`src/logic/adc_conv_pkg.sv`:
```
// Shared constants, register map and types for the converter control block
package adc_conv_pkg;
  localparam int unsigned CLK_MHZ = 25;
  // Converter power-up settle time, least time, rounded up to cycles
  localparam int unsigned PWRUP_NS = 2000;
  localparam int unsigned PWRUP_CYC = (PWRUP_NS * CLK_MHZ + 999) / 1000;
  // Base tick of the periodic rate and the switch-off delay
  localparam int unsigned TICK_US = 1000;
  localparam int unsigned TICK_CYC = TICK_US * CLK_MHZ;
  localparam int unsigned RSLT_W = 12;
  localparam int unsigned CHAN_W = 3;
  localparam int unsigned NSLOT = 2;
  localparam int unsigned FULL_SCALE = 4096;

  localparam logic [7:0] ADDR_SW_SEL = 8'h00;
  localparam logic [7:0] ADDR_CTRL_ONE = 8'h04;
  localparam logic [7:0] ADDR_IRQ_STATUS = 8'h08;
  localparam logic [7:0] ADDR_IRQ_MASK = 8'h0c;
  localparam logic [7:0] ADDR_AUTO_SEL = 8'h10;
  localparam logic [7:0] ADDR_AUTO_CTRL = 8'h14;
  localparam logic [7:0] ADDR_LIMIT_BASE = 8'h18;
  localparam logic [7:0] ADDR_SW_RES_BASE = 8'h28;
  localparam logic [7:0] ADDR_AUTO_RES_BASE = 8'h38;
  localparam logic [7:0] ADDR_SWITCH_OFF_DELAY = 8'h48;

  // sw_request_select_reg fields
  localparam int unsigned SW_CHAN1_POS = 4;
  localparam int unsigned SW_EN_POS = 8;
  localparam int unsigned SW_START0_POS = 9;
  // periodic_control_reg fields
  localparam int unsigned AUTO_EN0_POS = 8;
  localparam int unsigned AUTO_SD0_POS = 10;
  // limit high register polarity bit
  localparam int unsigned POL_POS = 7;
  // Status and mask bits, mask and switch-off delay reset values
  localparam int unsigned ST_SW0 = 0;
  localparam int unsigned ST_AUTO0 = 2;
  localparam logic [3:0] MASK_RST = 4'hf;
  localparam logic [7:0] SWOFF_RST = 8'h01;

  typedef struct packed {
    logic start;
    logic powerOn;
    logic [CHAN_W-1:0] channel;
  } conv_req_t;

  typedef struct packed {
    logic done;
    logic [RSLT_W-1:0] data;
  } conv_rsp_t;

  typedef enum logic [1:0] {
    ST_IDLE = 2'b00,
    ST_PWRUP = 2'b01,
    ST_START = 2'b10,
    ST_WAIT = 2'b11
  } conv_state_t;
endpackage

```
`src/logic/adc_conversion_control.sv`:
```
// Conversion control for the general_purpose_converter: APB registers, scheduling, threshold and shutdown
`timescale 1ns/1ps
`default_nettype none

// Overview of operation
// [RULE1] Software enables software conversions before starting
// [RULE2] Convert channel chosen by software select field
// [RULE3] Power on demand unless always-on bit set
// [RULE4] Software done interrupt gated by its mask
// [RULE5] Slot 0 start bit launches one conversion
// [RULE6] Completion sets software done flag, raises interrupt
// [RULE7] Result split: high nibble, low byte
// [RULE8] Periodic slot 0 converts its selected channel
// [RULE9] Rate field sets periodic conversion interval
// [RULE10] Twelve-bit threshold in high and low registers
// [RULE11] Polarity bit picks above or below trip
// [RULE12] Shutdown enable makes trip request shutdown
// [RULE13] Periodic conversions run only when enabled
// [RULE14] Threshold crossing sets periodic flag, interrupt
// [RULE15] Periodic results kept in separate registers
// [RULE16] Shutdown after delay unless flag cleared first
// [RULE17] Second slot mirrors slot 0 completely
// [RULE18] Flags stay until cleared; masked still record
module adc_conversion_control #(
  parameter int unsigned TICK_CYCLES = adc_conv_pkg::TICK_CYC
) (
  input wire logic clk,
  input wire logic rst_n,
  input wire logic psel,
  input wire logic penable,
  input wire logic pwrite,
  input wire logic [7:0] paddr,
  input wire logic [31:0] pwdata,
  output logic [31:0] prdata,
  output logic pready,
  output logic pslverr,
  output adc_conv_pkg::conv_req_t convReq,
  input wire adc_conv_pkg::conv_rsp_t convRsp,
  output logic [1:0] currentSource,
  output logic irq,
  output logic shutdownReq
);
  localparam int unsigned NS = adc_conv_pkg::NSLOT;
  localparam int unsigned CW = adc_conv_pkg::CHAN_W;
  localparam int unsigned RW = adc_conv_pkg::RSLT_W;

  logic rstMeta_r;
  logic rstSync_r;
  logic rstn;

  always_ff @(posedge clk or negedge rst_n) begin
    if (!rst_n) begin
      rstMeta_r <= 1'b0;
      rstSync_r <= 1'b0;
    end else begin
      rstMeta_r <= 1'b1;
      rstSync_r <= rstMeta_r;
    end
  end
  assign rstn = rstSync_r;

  // Register storage
  logic swEnable_r;
  logic [CW-1:0] swChan_r [NS];
  logic [CW-1:0] autoChan_r [NS];
  logic alwaysOn_r;
  logic [3:0] status_r;
  logic [3:0] mask_r;
  logic [7:0] rateField_r;
  logic [NS-1:0] autoEn_r;
  logic [NS-1:0] tripSd_r;
  logic [RW-1:0] limit_r [NS];
  logic [NS-1:0] limitPol_r;
  logic [RW-1:0] swRes_r [NS];
  logic [RW-1:0] autoRes_r [NS];
  logic [7:0] swoffDly_r;

  // APB decode
  logic setupPh;
  logic wrEn;
  logic rdEn;
  assign setupPh = psel && !penable;
  assign wrEn = psel && penable && pready && pwrite;
  assign rdEn = psel && penable && pready && !pwrite;

  logic [31:0] rdData;
  logic rdHit;
  always_comb begin
    rdData = 32'h0000_0000;
    rdHit = 1'b1;
    case (paddr)
      adc_conv_pkg::ADDR_SW_SEL: begin
        rdData[CW-1:0] = swChan_r[0];
        rdData[adc_conv_pkg::SW_CHAN1_POS +: CW] = swChan_r[1];
        rdData[adc_conv_pkg::SW_EN_POS] = swEnable_r;
      end
      adc_conv_pkg::ADDR_CTRL_ONE: rdData[2:0] = {currentSource, alwaysOn_r};
      adc_conv_pkg::ADDR_IRQ_STATUS: rdData[3:0] = status_r;
      adc_conv_pkg::ADDR_IRQ_MASK: rdData[3:0] = mask_r;
      adc_conv_pkg::ADDR_AUTO_SEL: begin
        rdData[CW-1:0] = autoChan_r[0];
        rdData[adc_conv_pkg::SW_CHAN1_POS +: CW] = autoChan_r[1];
      end
      adc_conv_pkg::ADDR_AUTO_CTRL: begin
        rdData[7:0] = rateField_r;
        rdData[adc_conv_pkg::AUTO_EN0_POS +: NS] = autoEn_r;
        rdData[adc_conv_pkg::AUTO_SD0_POS +: NS] = tripSd_r;
      end
      adc_conv_pkg::ADDR_SWITCH_OFF_DELAY: rdData[7:0] = swoffDly_r;
      default: begin
        rdHit = 1'b0;
        for (int s = 0; s < NS; s++) begin
          // Threshold high register carries the polarity bit above the nibble
          if (paddr == adc_conv_pkg::ADDR_LIMIT_BASE + 8'(8 * s)) begin
            rdData[7:0] = {limitPol_r[s], 3'b000, limit_r[s][11:8]}; // RULE11
            rdHit = 1'b1;
          end
          if (paddr == adc_conv_pkg::ADDR_LIMIT_BASE + 8'(8 * s + 4)) begin
            rdData[7:0] = limit_r[s][7:0]; // RULE10
            rdHit = 1'b1;
          end
          if (paddr == adc_conv_pkg::ADDR_SW_RES_BASE + 8'(8 * s)) begin
            rdData[3:0] = swRes_r[s][11:8]; // RULE7
            rdHit = 1'b1;
          end
          if (paddr == adc_conv_pkg::ADDR_SW_RES_BASE + 8'(8 * s + 4)) begin
            rdData[7:0] = swRes_r[s][7:0]; // RULE7
            rdHit = 1'b1;
          end
          if (paddr == adc_conv_pkg::ADDR_AUTO_RES_BASE + 8'(8 * s)) begin
            rdData[3:0] = autoRes_r[s][11:8]; // RULE15
            rdHit = 1'b1;
          end
          if (paddr == adc_conv_pkg::ADDR_AUTO_RES_BASE + 8'(8 * s + 4)) begin
            rdData[7:0] = autoRes_r[s][7:0]; // RULE15
            rdHit = 1'b1;
          end
        end
      end
    endcase
  end

  // Answer registered in the setup cycle, so every access has zero wait states
  always_ff @(posedge clk or negedge rstn) begin
    if (!rstn) begin
      pready <= 1'b0;
      prdata <= 32'h0000_0000;
      pslverr <= 1'b0;
    end else begin
      pready <= setupPh;
      prdata <= (setupPh && !pwrite) ? rdData : 32'h0000_0000;
      pslverr <= setupPh && !rdHit;
    end
  end

  logic wrOk;
  assign wrOk = wrEn && !pslverr;

  // Configuration writes
  always_ff @(posedge clk or negedge rstn) begin
    if (!rstn) begin
      swEnable_r <= 1'b0;
      alwaysOn_r <= 1'b0;
      currentSource <= 2'b00;
      mask_r <= adc_conv_pkg::MASK_RST;
      rateField_r <= 8'h00;
      autoEn_r <= '0;
      tripSd_r <= '0;
      limitPol_r <= '0;
      swoffDly_r <= adc_conv_pkg::SWOFF_RST;
      for (int s = 0; s < NS; s++) begin
        swChan_r[s] <= '0;
        autoChan_r[s] <= '0;
        limit_r[s] <= '0;
      end
    end else if (wrOk) begin
      case (paddr)
        adc_conv_pkg::ADDR_SW_SEL: begin
          swChan_r[0] <= pwdata[CW-1:0]; // RULE2
          swChan_r[1] <= pwdata[adc_conv_pkg::SW_CHAN1_POS +: CW]; // RULE17
          swEnable_r <= pwdata[adc_conv_pkg::SW_EN_POS];
        end
        adc_conv_pkg::ADDR_CTRL_ONE: begin
          alwaysOn_r <= pwdata[0]; // RULE3
          currentSource <= pwdata[2:1]; // RULE2
        end
        adc_conv_pkg::ADDR_IRQ_MASK: mask_r <= pwdata[3:0];
        adc_conv_pkg::ADDR_AUTO_SEL: begin
          autoChan_r[0] <= pwdata[CW-1:0]; // RULE8
          autoChan_r[1] <= pwdata[adc_conv_pkg::SW_CHAN1_POS +: CW]; // RULE17
        end
        adc_conv_pkg::ADDR_AUTO_CTRL: begin
          rateField_r <= pwdata[7:0]; // RULE9
          autoEn_r <= pwdata[adc_conv_pkg::AUTO_EN0_POS +: NS]; // RULE13
          tripSd_r <= pwdata[adc_conv_pkg::AUTO_SD0_POS +: NS]; // RULE12
        end
        adc_conv_pkg::ADDR_SWITCH_OFF_DELAY: swoffDly_r <= pwdata[7:0];
        default: begin
          for (int s = 0; s < NS; s++) begin
            if (paddr == adc_conv_pkg::ADDR_LIMIT_BASE + 8'(8 * s)) begin
              limit_r[s][11:8] <= pwdata[3:0]; // RULE10
              limitPol_r[s] <= pwdata[adc_conv_pkg::POL_POS]; // RULE11
            end
            if (paddr == adc_conv_pkg::ADDR_LIMIT_BASE + 8'(8 * s + 4)) begin
              limit_r[s][7:0] <= pwdata[7:0]; // RULE10
            end
          end
        end
      endcase
    end
  end

  // Software start strobes; ignored while software conversions are disabled
  logic [NS-1:0] swStartWr;
  assign swStartWr = (wrOk && paddr == adc_conv_pkg::ADDR_SW_SEL && swEnable_r) ?
    pwdata[adc_conv_pkg::SW_START0_POS +: NS] : '0; // RULE1 RULE5

  // Periodic rate timer: interval is (rate + 1) base ticks
  logic [$clog2(TICK_CYCLES + 1)-1:0] tickCnt_r;
  logic [7:0] rateCnt_r;
  logic tick;
  logic autoFire;
  assign tick = (32'(tickCnt_r) == TICK_CYCLES - 1);
  assign autoFire = tick && (rateCnt_r == rateField_r);
  always_ff @(posedge clk or negedge rstn) begin
    if (!rstn) begin
      tickCnt_r <= '0;
      rateCnt_r <= 8'h00;
    end else if (autoEn_r == '0) begin
      tickCnt_r <= '0;
      rateCnt_r <= 8'h00;
    end else begin
      tickCnt_r <= tick ? '0 : tickCnt_r + 1'b1;
      if (tick) begin
        rateCnt_r <= autoFire ? 8'h00 : rateCnt_r + 8'h01; // RULE9
      end
    end
  end
  // Whole converter answer passes two stages; data is already steady when done rises, so all bits agree
  adc_conv_pkg::conv_rsp_t rspMeta_r;
  adc_conv_pkg::conv_rsp_t rspSync_r;
  logic doneDly_r;
  logic doneRise;
  always_ff @(posedge clk or negedge rstn) begin
    if (!rstn) begin
      rspMeta_r <= '0;
      rspSync_r <= '0;
      doneDly_r <= 1'b0;
    end else begin
      rspMeta_r <= convRsp;
      rspSync_r <= rspMeta_r;
      doneDly_r <= rspSync_r.done;
    end
  end
  assign doneRise = rspSync_r.done && !doneDly_r;
  // Pending requests: [1:0] software slots, [3:2] periodic slots, lowest index first
  logic [3:0] pend_r;
  logic [1:0] curIdx_r;
  adc_conv_pkg::conv_state_t state_r;
  logic [$clog2(adc_conv_pkg::PWRUP_CYC + 1)-1:0] pwrCnt_r;
  logic [1:0] pickIdx;
  logic [CW-1:0] pickChan;
  logic convEnd;

  always_comb begin
    pickIdx = 2'd0;
    for (int i = 3; i >= 0; i--) begin
      if (pend_r[i]) begin
        pickIdx = 2'(i);
      end
    end
  end
  assign pickChan = pickIdx[1] ? autoChan_r[pickIdx[0]] : swChan_r[pickIdx[0]]; // RULE2 RULE8
  assign convEnd = (state_r == adc_conv_pkg::ST_WAIT) && doneRise;

  always_ff @(posedge clk or negedge rstn) begin
    if (!rstn) begin
      pend_r <= 4'h0;
    end else begin
      // A request taken while its slot waits merges into it; one taken as the slot is picked stays pending
      pend_r <= (pend_r & ~((state_r == adc_conv_pkg::ST_IDLE && pend_r != 4'h0) ?
        (4'h1 << pickIdx) : 4'h0)) | {autoEn_r & {NS{autoFire}}, swStartWr}; // RULE13 RULE17
    end
  end

  always_ff @(posedge clk or negedge rstn) begin
    if (!rstn) begin
      state_r <= adc_conv_pkg::ST_IDLE;
      curIdx_r <= 2'd0;
      pwrCnt_r <= '0;
      convReq <= '0;
    end else begin
      convReq.start <= 1'b0;
      case (state_r)
        adc_conv_pkg::ST_IDLE: begin
          convReq.powerOn <= alwaysOn_r; // RULE3
          if (pend_r != 4'h0) begin
            curIdx_r <= pickIdx;
            convReq.channel <= pickChan;
            convReq.powerOn <= 1'b1;
            pwrCnt_r <= '0;
            // Already powered: skip the settle wait to cut latency
            state_r <= alwaysOn_r ? adc_conv_pkg::ST_START : adc_conv_pkg::ST_PWRUP; // RULE3
          end
        end
        adc_conv_pkg::ST_PWRUP: begin
          pwrCnt_r <= pwrCnt_r + 1'b1;
          if (32'(pwrCnt_r) == adc_conv_pkg::PWRUP_CYC - 1) begin
            state_r <= adc_conv_pkg::ST_START;
          end
        end
        adc_conv_pkg::ST_START: begin
          convReq.start <= 1'b1; // RULE5
          state_r <= adc_conv_pkg::ST_WAIT;
        end
        adc_conv_pkg::ST_WAIT: begin
          if (doneRise) begin
            convReq.powerOn <= alwaysOn_r; // RULE3
            state_r <= adc_conv_pkg::ST_IDLE;
          end
        end
        default: state_r <= adc_conv_pkg::ST_IDLE;
      endcase
    end
  end

  // Result capture and threshold compare per slot; data is stable once done is seen
  logic [3:0] evSet;
  genvar g;
  generate
    for (g = 0; g < NS; g++) begin : gSlot
      logic isSw;
      logic isAuto;
      logic trip;
      assign isSw = convEnd && curIdx_r == 2'(g);
      assign isAuto = convEnd && curIdx_r == 2'(g + 2);
      assign trip = limitPol_r[g] ? (rspSync_r.data > limit_r[g]) : (rspSync_r.data < limit_r[g]); // RULE11
      assign evSet[adc_conv_pkg::ST_SW0 + g] = isSw; // RULE6
      assign evSet[adc_conv_pkg::ST_AUTO0 + g] = isAuto && trip; // RULE14
      always_ff @(posedge clk or negedge rstn) begin
        if (!rstn) begin
          swRes_r[g] <= '0;
          autoRes_r[g] <= '0;
        end else begin
          if (isSw) begin
            swRes_r[g] <= rspSync_r.data; // RULE7
          end
          if (isAuto) begin
            autoRes_r[g] <= rspSync_r.data; // RULE15
          end
        end
      end
    end
  endgenerate

  // Sticky status; a read clears only the bits it returned, so an event after the setup cycle is kept
  logic statusRd;
  assign statusRd = rdEn && paddr == adc_conv_pkg::ADDR_IRQ_STATUS;
  always_ff @(posedge clk or negedge rstn) begin
    if (!rstn) begin
      status_r <= 4'h0;
    end else begin
      status_r <= (statusRd ? (status_r & ~prdata[3:0]) : status_r) | evSet; // RULE18 RULE6 RULE14
    end
  end

  always_ff @(posedge clk or negedge rstn) begin
    if (!rstn) begin
      irq <= 1'b0;
    end else begin
      irq <= |(status_r & ~mask_r); // RULE4 RULE18
    end
  end
  // Switch-off countdown in base ticks; clearing the flag cancels it
  logic sdPend;
  logic [$clog2(TICK_CYCLES + 1)-1:0] sdTick_r;
  logic [7:0] sdCnt_r;
  assign sdPend = |(status_r[adc_conv_pkg::ST_AUTO0 +: NS] & tripSd_r); // RULE12
  always_ff @(posedge clk or negedge rstn) begin
    if (!rstn) begin
      sdTick_r <= '0;
      sdCnt_r <= 8'h00;
      shutdownReq <= 1'b0;
    end else if (!sdPend) begin
      sdTick_r <= '0;
      sdCnt_r <= 8'h00; // RULE16
    end else if (32'(sdTick_r) == TICK_CYCLES - 1) begin
      sdTick_r <= '0;
      if (sdCnt_r + 8'h01 >= swoffDly_r) begin
        shutdownReq <= 1'b1; // RULE16
      end else begin
        sdCnt_r <= sdCnt_r + 8'h01;
      end
    end else begin
      sdTick_r <= sdTick_r + 1'b1;
    end
  end
endmodule

`default_nettype wire

```
`config.mk`:
```
export PLATFORM = sky130hd
export DESIGN_NAME = adc_conversion_control
export DESIGN_NICKNAME = d
export VERILOG_FILES = /design/src/logic/adc_conv_pkg.sv /design/src/logic/adc_conversion_control.sv
export SDC_FILE = /design/constraint.sdc
export NUM_CORES = 1
export LEC_CHECK = 0
export BUFFER_PORTS_ARGS = -buffer_cell sky130_fd_sc_hd__clkbuf_2
export CORE_MARGIN = 5
export CORE_UTILIZATION = 45
export CTS_CLUSTER_SIZE = 30
export DETAILED_ROUTE_END_ITERATION = 6
export GPL_TIMING_DRIVEN = 0
export PLACE_DENSITY = 0.65
export SYNTH_ARGS = -nofsm -noshare
export SYNTH_HDL_FRONTEND = slang
export SYNTH_SLANG_ARGS = --single-unit
```
`constraint.sdc`:
```
create_clock -name clk -period 12.3 [get_ports clk]
set_clock_uncertainty 0.1 [all_clocks]
set_input_delay 2.46 -clock clk [delete_from_list [all_inputs] [get_ports clk]]
set_output_delay 2.46 -clock clk [all_outputs]
set_load 0.02 [all_outputs]
```
==> results of run 1 <==
[path summary, 6_finish.rpt]
check	from	to	slack, ps	cells past startpoint
hold / removal	rstSync_r	rspSync_r[10]	140	0
hold reg to reg	rstSync_r	rspSync_r[10]	140	0
max in group asynchronous	rst_n	rstSync_r	10380	1
setup reg to reg	sdCnt_r[0]	sdCnt_r[3]	9070	11
min in group clk	rspMeta_r[8]	rspSync_r[8]	250	0
setup / recovery	paddr[6]	status_r[3]	7810	7
[power groups by stage]
| stage | clock (mW) | combinational, mW | sequential, mW |
|---|---|---|---|
| finish | 0.761 | 0.169 | 0.804 |
| global route | 0.811 | 0.188 | 0.808 |
| CTS | 0.777 | 0.169 | 0.804 |
| detailed placement | 0 | 0.168 | 0.817 |
| global placement | 0 | 0.147 | 0.830 |
| floorplan | 0 | 0.104 | 0.823 |
[through the flow]
stage | power, mW | area, um2 | hold slack [ps]
after floorplan | 0.926 | 11500 | 231
after global placement | 0.976 | 12200 | 231
after detailed placement | 0.985 | 12300 | 153
after CTS | 1.75 | 13100 | 160
after global routing | 1.81 | 13100 | 183
final | 1.73 | 13100 | 144
[cell type report]
| cell class | instances | area (um2) |
|---|---|---|
| fillers | 2290 | 12000 |
| plain buffers | 63 | 350 |
| flip-flops and latches | 228 | 5720 |
| clock inverters | 4 | 51.3 |
| multi-input cells | 774 | 5300 |
| clock buffers | 40 | 785 |
| inverters | 46 | 173 |
| repair buffers | 58 | 358 |
| well taps | 330 | 413 |
[routing by layer]
metal  vias up  share of wire, %  GRT usage, %
met5         -                 0             0
met4         0               3.5          6.97
met3        90               7.6          3.10
met2       369                45          33.7
met1      4234                44          31.0
li1       4036                 -             -
[state kept, by name, summed over array words and instances (netlist names), 4 cells and up]
name,cells
sdCnt_r,8
rspMeta_r,13
autoRes_r,24
limit_r,24
autoChan_r,6
swoffDly_r,8
pend_r,4
rateField_r,8
pwrCnt_r,6
prdata,12
status_r,4
rspSync_r,13
rateCnt_r,8
swRes_r,24
sdTick_r,15
swChan_r,6
convReq,5
tickCnt_r,15
mask_r,4
[layout by cell type (no fill, tap or decap), types with 4 or more instances in the layout]
cell,count
dfrtp_1,222
nor2_1,100
nand2_1,98
mux2_2,88
o21ai_0,81
clkbuf_2,56
inv_1,46
a21oi_1,44
ha_1,42
nand3_1,35
clkbuf_16,27
clkbuf_1,26
xor2_1,24
xnor2_1,23
conb_1,21
buf_4,20
buf_2,18
and3_1,17
nand4_1,16
a22o_1,14
mux2i_1,13
nor2b_1,11
o22ai_1,10
a22oi_1,9
nor3_1,8
a21o_1,8
a31oi_1,8
nand2b_1,6
o21a_1,6
clkbuf_8,6
nor4_1,5
nand3b_1,5
nor3_2,5
dfstp_2,5
o31ai_1,4
o211ai_1,4
a221oi_1,4
mux4_2,4
[logic make-up after synthesis]
kind of cell / synth area share (%)
AOI/OAI and AO/OA: 11.8
xor gates and xnor gates: 3.59
adders and majority gates: 4.59
buffers and inverters: 4.56
DFF: 49.8
muxes: 10.6
other: 0.0655
and+or+nand+nor: 14.9
==> impl_results.md, run 1 <==
* Fin nets at 1,297
* EDFF count, synth at 0
* Hold buffer count at cts at 0
* Relative slew slack at 14.1%
* Crit-path max FO at 10
* Clk root buf: clkbuf_16
* Synth area leaders: dfrtp_1 (49%), mux2_2 (8.6%), ha_1 (4.6%), o21ai_0 (3.5%), nor2_1 (3.3%)
* Yosys warnings at 0
* Clk Latency, worst-skew pair at 530 ps
* WL/cell at 20.1 um
* Vias in the first global route at 8,691
* NetSw at 437 uW
* Clock power frac at 43.9%
* Count leader, synth: dfrtp_1
* Cells after Synth at 1,092
* Post-route ant nets at 0
* CP Class: in2reg
* CTS tree: yes
* Global route overflow at 0
* Sequential power share at 46.4%
* CP arrival at 4800 ps
* CTS H-tree depth at 1
* Critical Path Slowest Stage Cell: nor4_1
* Library cells used by synthesis at 78
* Max-Cap Viols at 0
* Final Util at 52.3%
* Die area at 0.0288 mm2
* Number of setup violations in the final report at 0
* Register bit total from synthesis at 228
* Leakage at 6.21 nW
* Reg clk slew, reported paths at 60 ps
* Remaining routing DRC violations at 0
* Post-route setup slack at 7810 ps
* Core Rows at 58
* Most used cell, CP: nand2_1
* Pwr dens at 132 mW/mm2
* Predominant post-synthesis flop cell: dfrtp_1
* Fin. Hold Viols at 0
* GRT Util Overall at 21.5%
* Int Power at 1.30 mW
* DRT Pass-1 Iters at 7
* Post-Syn Area per Cell at 10.5 um2
* Sw Share at 25.2%
* Vias at 8,729
* TritonCTS buffer count at 26
* Die H at 170 um
* Initial DRC count at 828
* Area share of the largest cell type after synthesis at 48.7%
* Routability cong. at 0.970
* Pre-CTS WS at 7280 ps
* Syn-to-layout area delta at 14.7%
* Worst path bufs/invs at 2
* FFs w/ async S/R, synth at 100%
* Crit path launch type: primary input
* Clock Tree Buf Depth at 3
* Post-synth top cells: dfrtp_1 (223), nor2_1 (100), nand2_1 (98)
* Core area at 0.0251 mm2
* Post-CTS Setup Inserts at 0
* TritonCTS Sinks at 228
* Final setup TNS at 0 ps
* Mapped cell area at 0.0115 mm2
* Status: complete, no violations
* Die span in x at 170 um
* Post-synthesis sequential area ratio at 49.8%
* Starting density of the core at 45.6%
* I/O pin cnt at 101
* First-pass GRT wire length at 49,100 um
* Resized Gates After CTS at 0
* Dpl cells at 1,499
* Yosys top cell by area: dfrtp_1
* Number of antenna diodes at 0
* Final period util at 36.5%
* Via-to-Cell Ratio at 5.66
* Fin cells at 1,543
* Gate power share at 9.7%
* Total routed wirelength at 31,000 um
* Min Tclk post-route at 4490 ps
* Pins Over Slew Limit at 0
* Critical Path RT at 12,610 ps
* Worst Tran Pin Value at 1280 ps
* Max Freq at 223 MHz
* Detailed placement HPWL at 22,500 um
* Initial antenna violation count at 0
* Worst hold path class: reg2async
* Largest net degree at the start of global routing at 71
* CP endpoint kind: register
* CP max stage delay at 910 ps
* RSZ-0062 raised after global routing: false
* Buffers on Ports at 55
* CP Cell Sequence: clkbuf_2 > buf_2 > nor2_1 > nand2_1 > nor4_1 > nand2_1 > a211o_1
* VDD IR max at 0.0000999 V
* Layout cell share with drive strength beyond 1 at 20.5%
* Top delay family on crit path: simple AND/OR/NAND/NOR gates
Power figures use the tool's default switching activity.
==> run 2, diff against run 1 <==
- clock period: 12.3 -> 4.7 ns (I/O delays scaled with it)
==> run 2 against run 1 <==
First-iteration DRC count fell by 6.3%. Clock power rose to 2.8 times the previous value. Hold slack got worse by 65 ps. Worst setup slack worse by 6400 ps. Flip-flop and latch count did not move. Die area is the same. Critical path depth up 4. Sequential power increased to 2.6 times the previous value. Design area up 0.41%. Via count down 0.18%. Sequential share of layout area down 0.18 points. Largest cell class unchanged.
==> impl_results.md, run 2 (synthesized netlist as in run 1, its figures left out) <==
* Largest registers: autoRes_r: 24 flops, limit_r: 24 flops, swRes_r: 24 flops
* Max-Cap Viols at 0 (unchanged)
* Pre-CTS WS at 1290 ps (-5990 ps)
* RR Endpoint: sdCnt_r[1]
* Reg clk slew, reported paths at 60 ps (about the same)
* Final period util at 70.0%
* Critical Path Sink: sdCnt_r[1]
* Post-route setup slack at 1410 ps (-6400 ps)
* Syn-to-layout area delta at 15.1%
* Global route overflow at 0 (unchanged)
* I/O pin cnt at 101 (unchanged)
* CTS tree: yes
* Vias in the first global route at 8,723 (+0.37%)
* Resized Gates After CTS at 0 (unchanged)
* Clk root buf: clkbuf_16
* Number of setup violations in the final report at 0 (unchanged)
* Core area at 0.0251 mm2 (unchanged)
* Layout cell share with drive strength beyond 1 at 20.8% (+0.28 points)
* Starting density of the core at 45.6% (unchanged)
* Crit-path max FO at 5 (-5)
* VDD IR max at 0.000320 V (+220%)
* Vias at 8,713 (-0.18%)
* Largest net degree at the start of global routing at 72 (+1.4%)
* Die area at 0.0288 mm2 (unchanged)
* Leakage at 6.24 nW (+0.51%)
* CTS H-tree depth at 1 (unchanged)
* Crit path launch type: register
* TritonCTS Sinks at 228 (unchanged)
* Initial DRC count at 776 (-6.3%)
* Routability cong. at 0.955 (-1.6%)
* Hold buffer count at cts at 0 (unchanged)
* Worst Tran Pin Value at 1140 ps (-139 ps)
* Remaining routing DRC violations at 0 (unchanged)
* Detailed placement HPWL at 22,600 um (+0.53%)
* Origin of the worst setup path: sdCnt_r[0]
* WL/cell at 20.2 um (+0.72%)
* DRT Pass-1 Iters at 5 (-2)
* R2R Path Start: sdCnt_r[0]
* CP Class: reg2reg
* Die span in x at 170 um (unchanged)
* Fin nets at 1,297 (unchanged)
* Min Tclk post-route at 3290 ps
* Core Rows at 58 (unchanged)
* Layout filler cell count at 2,303 (+0.57%)
* Final setup TNS at 0 ps (unchanged)
* Post-CTS Setup Inserts at 0 (unchanged)
* Final Util at 52.6% (+0.21 points)
* Register area at 0.00572 mm2 (unchanged)
* First-pass GRT wire length at 49,300 um (+0.39%)
* Relative slew slack at 23.5% (+9.3 points)
* CP endpoint kind: register
* Commonest cells after routing, fill and taps aside: dfrtp_1 (222), nor2_1 (100), nand2_1 (98)
* Clock Tree Buf Depth at 3 (unchanged)
* Pins Over Slew Limit at 0 (unchanged)
* TritonCTS buffer count at 26 (unchanged)
* CP arrival at 3600 ps (-1200 ps)
* GRT Util Overall at 21.6% (+0.089 points)
* Status: complete, no violations
* Multi-input logic area at 0.00530 mm2 (unchanged)
* Initial antenna violation count at 0 (unchanged)
* Commonest non-fill, non-tap cell in the layout: dfrtp_1
* Reg2Reg Depth at 11 (unchanged)
* Critical Path RT at 5010 ps (-7600 ps)
* Post-route ant nets at 0 (unchanged)
* Pwr dens at 352 mW/mm2 (+170%)
* Total routed wirelength at 31,300 um (+0.92%)
* Buffers on Ports at 55 (unchanged)
* Via-to-Cell Ratio at 5.64 (-0.38%)
* Worst hold path class: in2async
* Die H at 170 um (unchanged)
* Clk Latency, worst-skew pair at 540 ps (about the same)
* Number of antenna diodes at 0 (unchanged)
* Max Freq at 304 MHz
* Worst R2R Setup Slack at 1410 ps (-7660 ps)
* Fin. Hold Viols at 0 (unchanged)
* RSZ-0062 raised after global routing: false
-- run 2: changes by cell type in the layout (fill, tap and decap cells not counted) --
cell       change
bufinv_16      +2
clkbuf_1       -1
clkbuf_8       -1
clkinv_2       +4
clkinv_4       -1
-- run 2: worst max-delay path: stages, from the launching register on --
cell and delay, ps:
dfrtp_1 430, ha_1 250, nand3_1 150, nor2_1 160, xor2_1 230, ha_1 300
a41o_1 220, a21oi_1 100, o21ai_0 140, a211oi_1 580, nor2_1 220, a22o_1 280
-- run 2: where the power goes --
part / total, mW / internal (mW) / switching [mW] / leakage (nW)
combinational: 0.436 / 0.163 / 0.273 / 2.88
clock: 2.10 / 1.29 / 0.806 / 0.438
sequential: 2.11 / 2.04 / 0.0717 / 2.92
total: 4.64 / 3.49 / 1.15 / 6.24
-- run 2: metal layers --
layer | wire length [um] | global-route usage [%]
met5 | 0 | 0
met3 | 2100 | 3.59
met2 | 14300 | 34.4
met4 | 972 | 6.58
met1 | 13900 | 30.5
-- run 2: final cells by class --
class                   count  area share [%]
clock buffers              38            5.81
flip-flops and latches    228            43.3
repair buffers             58            2.71
multi-input cells         774            40.1
clock inverters             9           0.929
plain buffers              63            2.66
inverters                  46            1.31
well taps                 330            3.13
-- run 2: per-stage QoR --
step | power, mW | instances | instance area (um2) | hold WS, ps
2_1_floorplan | 2.42 | 1111 | 11500 | 231
3_3_place_gp | 2.56 | 1496 | 12200 | 232
3_5_place_dp | 2.58 | 1499 | 12300 | 201
4_1_cts | 4.69 | 1546 | 13200 | 60.5
5_1_grt | 4.82 | 1546 | 13200 | 71.1
6_report | 4.64 | 1546 | 13200 | 78.7
-- run 2: worst min-delay path by stage --
stage | startpoint | to | cells past startpoint
finish | rst_n | rstSync_r | 1
global route | rst_n | rstSync_r | 1
CTS | rst_n | rstSync_r | 1
detailed placement | rstSync_r | rspMeta_r[1] | 0
global placement | rspMeta_r[9] | rspSync_r[9] | 0
floorplan | rstMeta_r | rstSync_r | 0
==> run 3, diff against run 2 <==
- ABC_AREA: default -> 1
- PLACE_DENSITY: 0.65 -> 0.68
- clock period: 4.7 -> 2.7 ns (I/O delays scaled with it)
==> run 3 against run 2 <==
Hold slack worse by 60 ps. Worst setup slack worse by 1300 ps. Die area shrank 1.9%. Register-to-register slack worse by 1300 ps. Clock power increased by 51%. Area after synthesis decreased by 2.0%. Critical path depth increased by 5. Critical endpoint is now sdCnt_r[5]. Combinational power rose to 2.7 times the previous value. Non-clock buffer count fell by 6.
==> impl_results.md, run 3 <==
* Min Tclk post-route at 2630 ps (-658 ps)
* Synth area leaders: dfrtp_1 (50%), nand2_1 (9.3%), o21ai_0 (6.1%), inv_1 (5.7%), ha_1 (4.7%)
* Die span in x at 168 um (-0.96%)
* Worst Hold Endpoint: rspMeta_r[12]
* Mapped cell area at 0.0112 mm2 (-2.0%)
* FFs w/ async S/R, synth at 100% (unchanged)
* CTS H-tree depth at 1 (unchanged)
* Total routed wirelength at 28,800 um (-8.0%)
* Fin. Hold Viols at 0 (unchanged)
* Vias in the first global route at 9,085 (+4.1%)
* I/O pin cnt at 101 (unchanged)
* Mux cell area share after synthesis at 0% (-11 points)
* Count leader, synth: nand2_1
* Largest net degree at the start of global routing at 60 (-17%)
* Library cells used by synthesis at 52 (-33%)
* Number of antenna diodes at 0 (unchanged)
* Layout filler cell count at 2,280 (-1.0%)
* TritonCTS buffer count at 25 (-3.8%)
* Reg2Reg Depth at 16 (+5)
* Worst hold path class: in2reg
* Hold depth at 1
* Synth Area in Adders at 4.68% (+0.095 points)
* Status: complete, no violations
* Clk root buf: clkbuf_16
* RR Endpoint: sdCnt_r[5]
* Largest family of logic cells by synthesized area: simple AND/OR/NAND/NOR gates
* Synth Area in Simple Gates at 21.3% (+6.4 points)
* Register bit total from synthesis at 228 (unchanged)
* Predominant post-synthesis flop cell: dfrtp_1
* Xor/xnor cell area share of the yosys netlist at 1.33% (-2.3 points)
* Hold slack at 18.3 ps (-60.5 ps)
* Detailed placement HPWL at 21,600 um (-4.3%)
* Pins Over Slew Limit at 0 (unchanged)
* RSZ-0062 raised after global routing: true
* Post-route ant nets at 0 (unchanged)
* Post-synth top cells: nand2_1 (279), dfrtp_1 (223), inv_1 (169)
* Fin nets at 1,551 (+20%)
* Max Freq at 380 MHz (+25%)
* Hold path startpoint: convRsp[12]
* Final Util at 53.0% (+0.45 points)
* Starting density of the core at 45.9% (+0.26 points)
* Clock Tree Buf Depth at 3 (unchanged)
* Die area at 0.0282 mm2 (-1.9%)
* Yosys warnings at 0 (unchanged)
* Initial DRC count at 711 (-8.4%)
* Remaining routing DRC violations at 0 (unchanged)
* Buffers on Ports at 60 (+9.1%)
* Yosys top cell by area: dfrtp_1
* Die H at 168 um (-0.96%)
* Vias at 9,395 (+7.8%)
* Reg clk slew, reported paths at 60 ps (about the same)
* Commonest cells after routing, fill and taps aside: nand2_1 (278), dfrtp_1 (222), inv_1 (167)
* Dpl cells at 1,742 (+16%)
* Area share of the largest cell type after synthesis at 49.7% (+1.0 points)
* CP endpoint kind: register
* CP arrival at 2940 ps (-660 ps)
* Cells after Synth at 1,335 (+22%)
* Core Rows at 57 (-1.7%)
* TritonCTS Sinks at 228 (unchanged)
* Layout cell share with drive strength beyond 1 at 12.8% (-8.0 points)
* GRT Util Overall at 20.3% (-1.3 points)
* Critical Path RT at 3010 ps (-2000 ps)
* Crit-path max FO at 10 (+5)
* Fin cells at 1,791 (+16%)
* Largest registers: autoRes_r: 24 flops, limit_r: 24 flops, swRes_r: 24 flops
* Relative slew slack at 28.1% (+4.6 points)
* Core area at 0.0245 mm2 (-2.6%)
* First-pass GRT wire length at 47,100 um (-4.5%)
* Number of setup violations in the final report at 0 (unchanged)
* DRT Pass-1 Iters at 6 (+1)
* VDD IR max at 0.000425 V (+33%)
* Post-Syn Area per Cell at 8.41 um2 (-20%)
* Commonest non-fill, non-tap cell in the layout: nand2_1
* Syn-to-layout area delta at 15.5%
* Final period util at 97.4% (+27 points)
* Initial antenna violation count at 0 (unchanged)
* Leakage at 6.20 nW (-0.67%)
* CP Class: reg2reg
* Global route overflow at 0 (unchanged)
* Via-to-Cell Ratio at 5.25 (-6.9%)
* Max-Cap Viols at 0 (unchanged)
* R2R Path Start: sdCnt_r[1]
* Post-synthesis compound-gate area fraction at 13.3% (+1.4 points)
* Worst R2R Setup Slack at 70 ps (-1340 ps)
* Crit path launch type: register
* EDFF count, synth at 0 (unchanged)
* WL/cell at 16.1 um (-21%)
* Clk Latency, worst-skew pair at 530 ps (about the same)
* Post-synthesis sequential area ratio at 50.9% (+1.0 points)
* Origin of the worst setup path: sdCnt_r[1]
* Worst Tran Pin Value at 1070 ps (-66.8 ps)
* CTS tree: yes
* Routability cong. at 0.906 (-5.1%)
* Pwr dens at 643 mW/mm2 (+83%)
run 3: report_power, final:
group	internal [mW]	leakage [nW]	switching, mW	total [mW]
sequential	3.76	2.86	0.223	3.98
clock	1.84	0.365	1.34	3.18
combinational	0.428	2.97	0.747	1.17
total	6.02	6.20	2.31	8.33
run 3: worst max path at each step:
stage          slack, ps    endpoint
6_report              70  sdCnt_r[5]
2_1_floorplan        200  sdCnt_r[5]
3_5_place_dp        -170  sdCnt_r[3]
4_1_cts               10  sdCnt_r[5]
5_1_grt             -140  sdCnt_r[5]
3_3_place_gp        -570  state_r[0]
run 3: layer usage:
metal / vias to the layer above / part of all wire, % / track usage, %
met4: 0 / 3.0 / 6.21
met1: 4454 / 43 / 28.0
met2: 305 / 47 / 33.0
met5: - / 0 / 0
li1: 4579 / - / -
met3: 57 / 7.0 / 3.49
run 3: critical path, cell delays in order (launching register included):
cell       delay [ps]
dfrtp_1           360
inv_1              70
nor3_2            240
nand3_1           160
nor2_1            130
nand2_1            60
xor2_1            130
inv_1             100
ha_4              280
nand2_2            70
nor2_2            110
nand4_1           150
o2111ai_2         130
o21ai_2           120
buf_6             180
nand3_1            60
o21ai_0            80
run 3: area by class of cell:
| cell class | instances | area, um2 | share of cell area [%] |
|---|---|---|---|
| Sequential cell | 228 | 5720 | 44.1 |
| Inverter | 180 | 676 | 5.21 |
| Multi-Input combinational cell | 901 | 4680 | 36.1 |
| Tap cell | 324 | 405 | 3.13 |
| Timing Repair Buffer | 70 | 462 | 3.56 |
| Clock buffer | 38 | 724 | 5.59 |
| Buffer | 45 | 277 | 2.13 |
| Clock inverter | 5 | 30.0 | 0.232 |
run 3: logic make-up after synthesis:
kind of cell | count (synthesis)
fa+ha+maj | 42
compound gates | 279
buf+inv | 225
other cells | 2
simple gates | 542
xor+xnor | 17
flops | 228
run 3: timing repair:
item,in CTS,in global routing
setup buffers,1,4
pin swaps,1,7
hold buffers,1,0
endpoints found under the setup margin,17,8
hold endpoints to repair,2,0
gates resized for setup,2,12
run 3: through the flow:
| step | setup slack, ps | power (mW) | cell area [um2] | TNS (ps) |
|---|---|---|---|---|
| 2_1_floorplan | 204 | 4.81 | 11300 | 0 |
| 3_3_place_gp | -571 | 5.12 | 12000 | -123260 |
| 3_5_place_dp | -171 | 5.18 | 12100 | -1140 |
| 4_1_cts | 10.8 | 8.37 | 12900 | 0 |
| 5_1_grt | -145 | 8.78 | 13000 | -1010 |
| 6_report | 69.9 | 8.33 | 13000 | 0 |
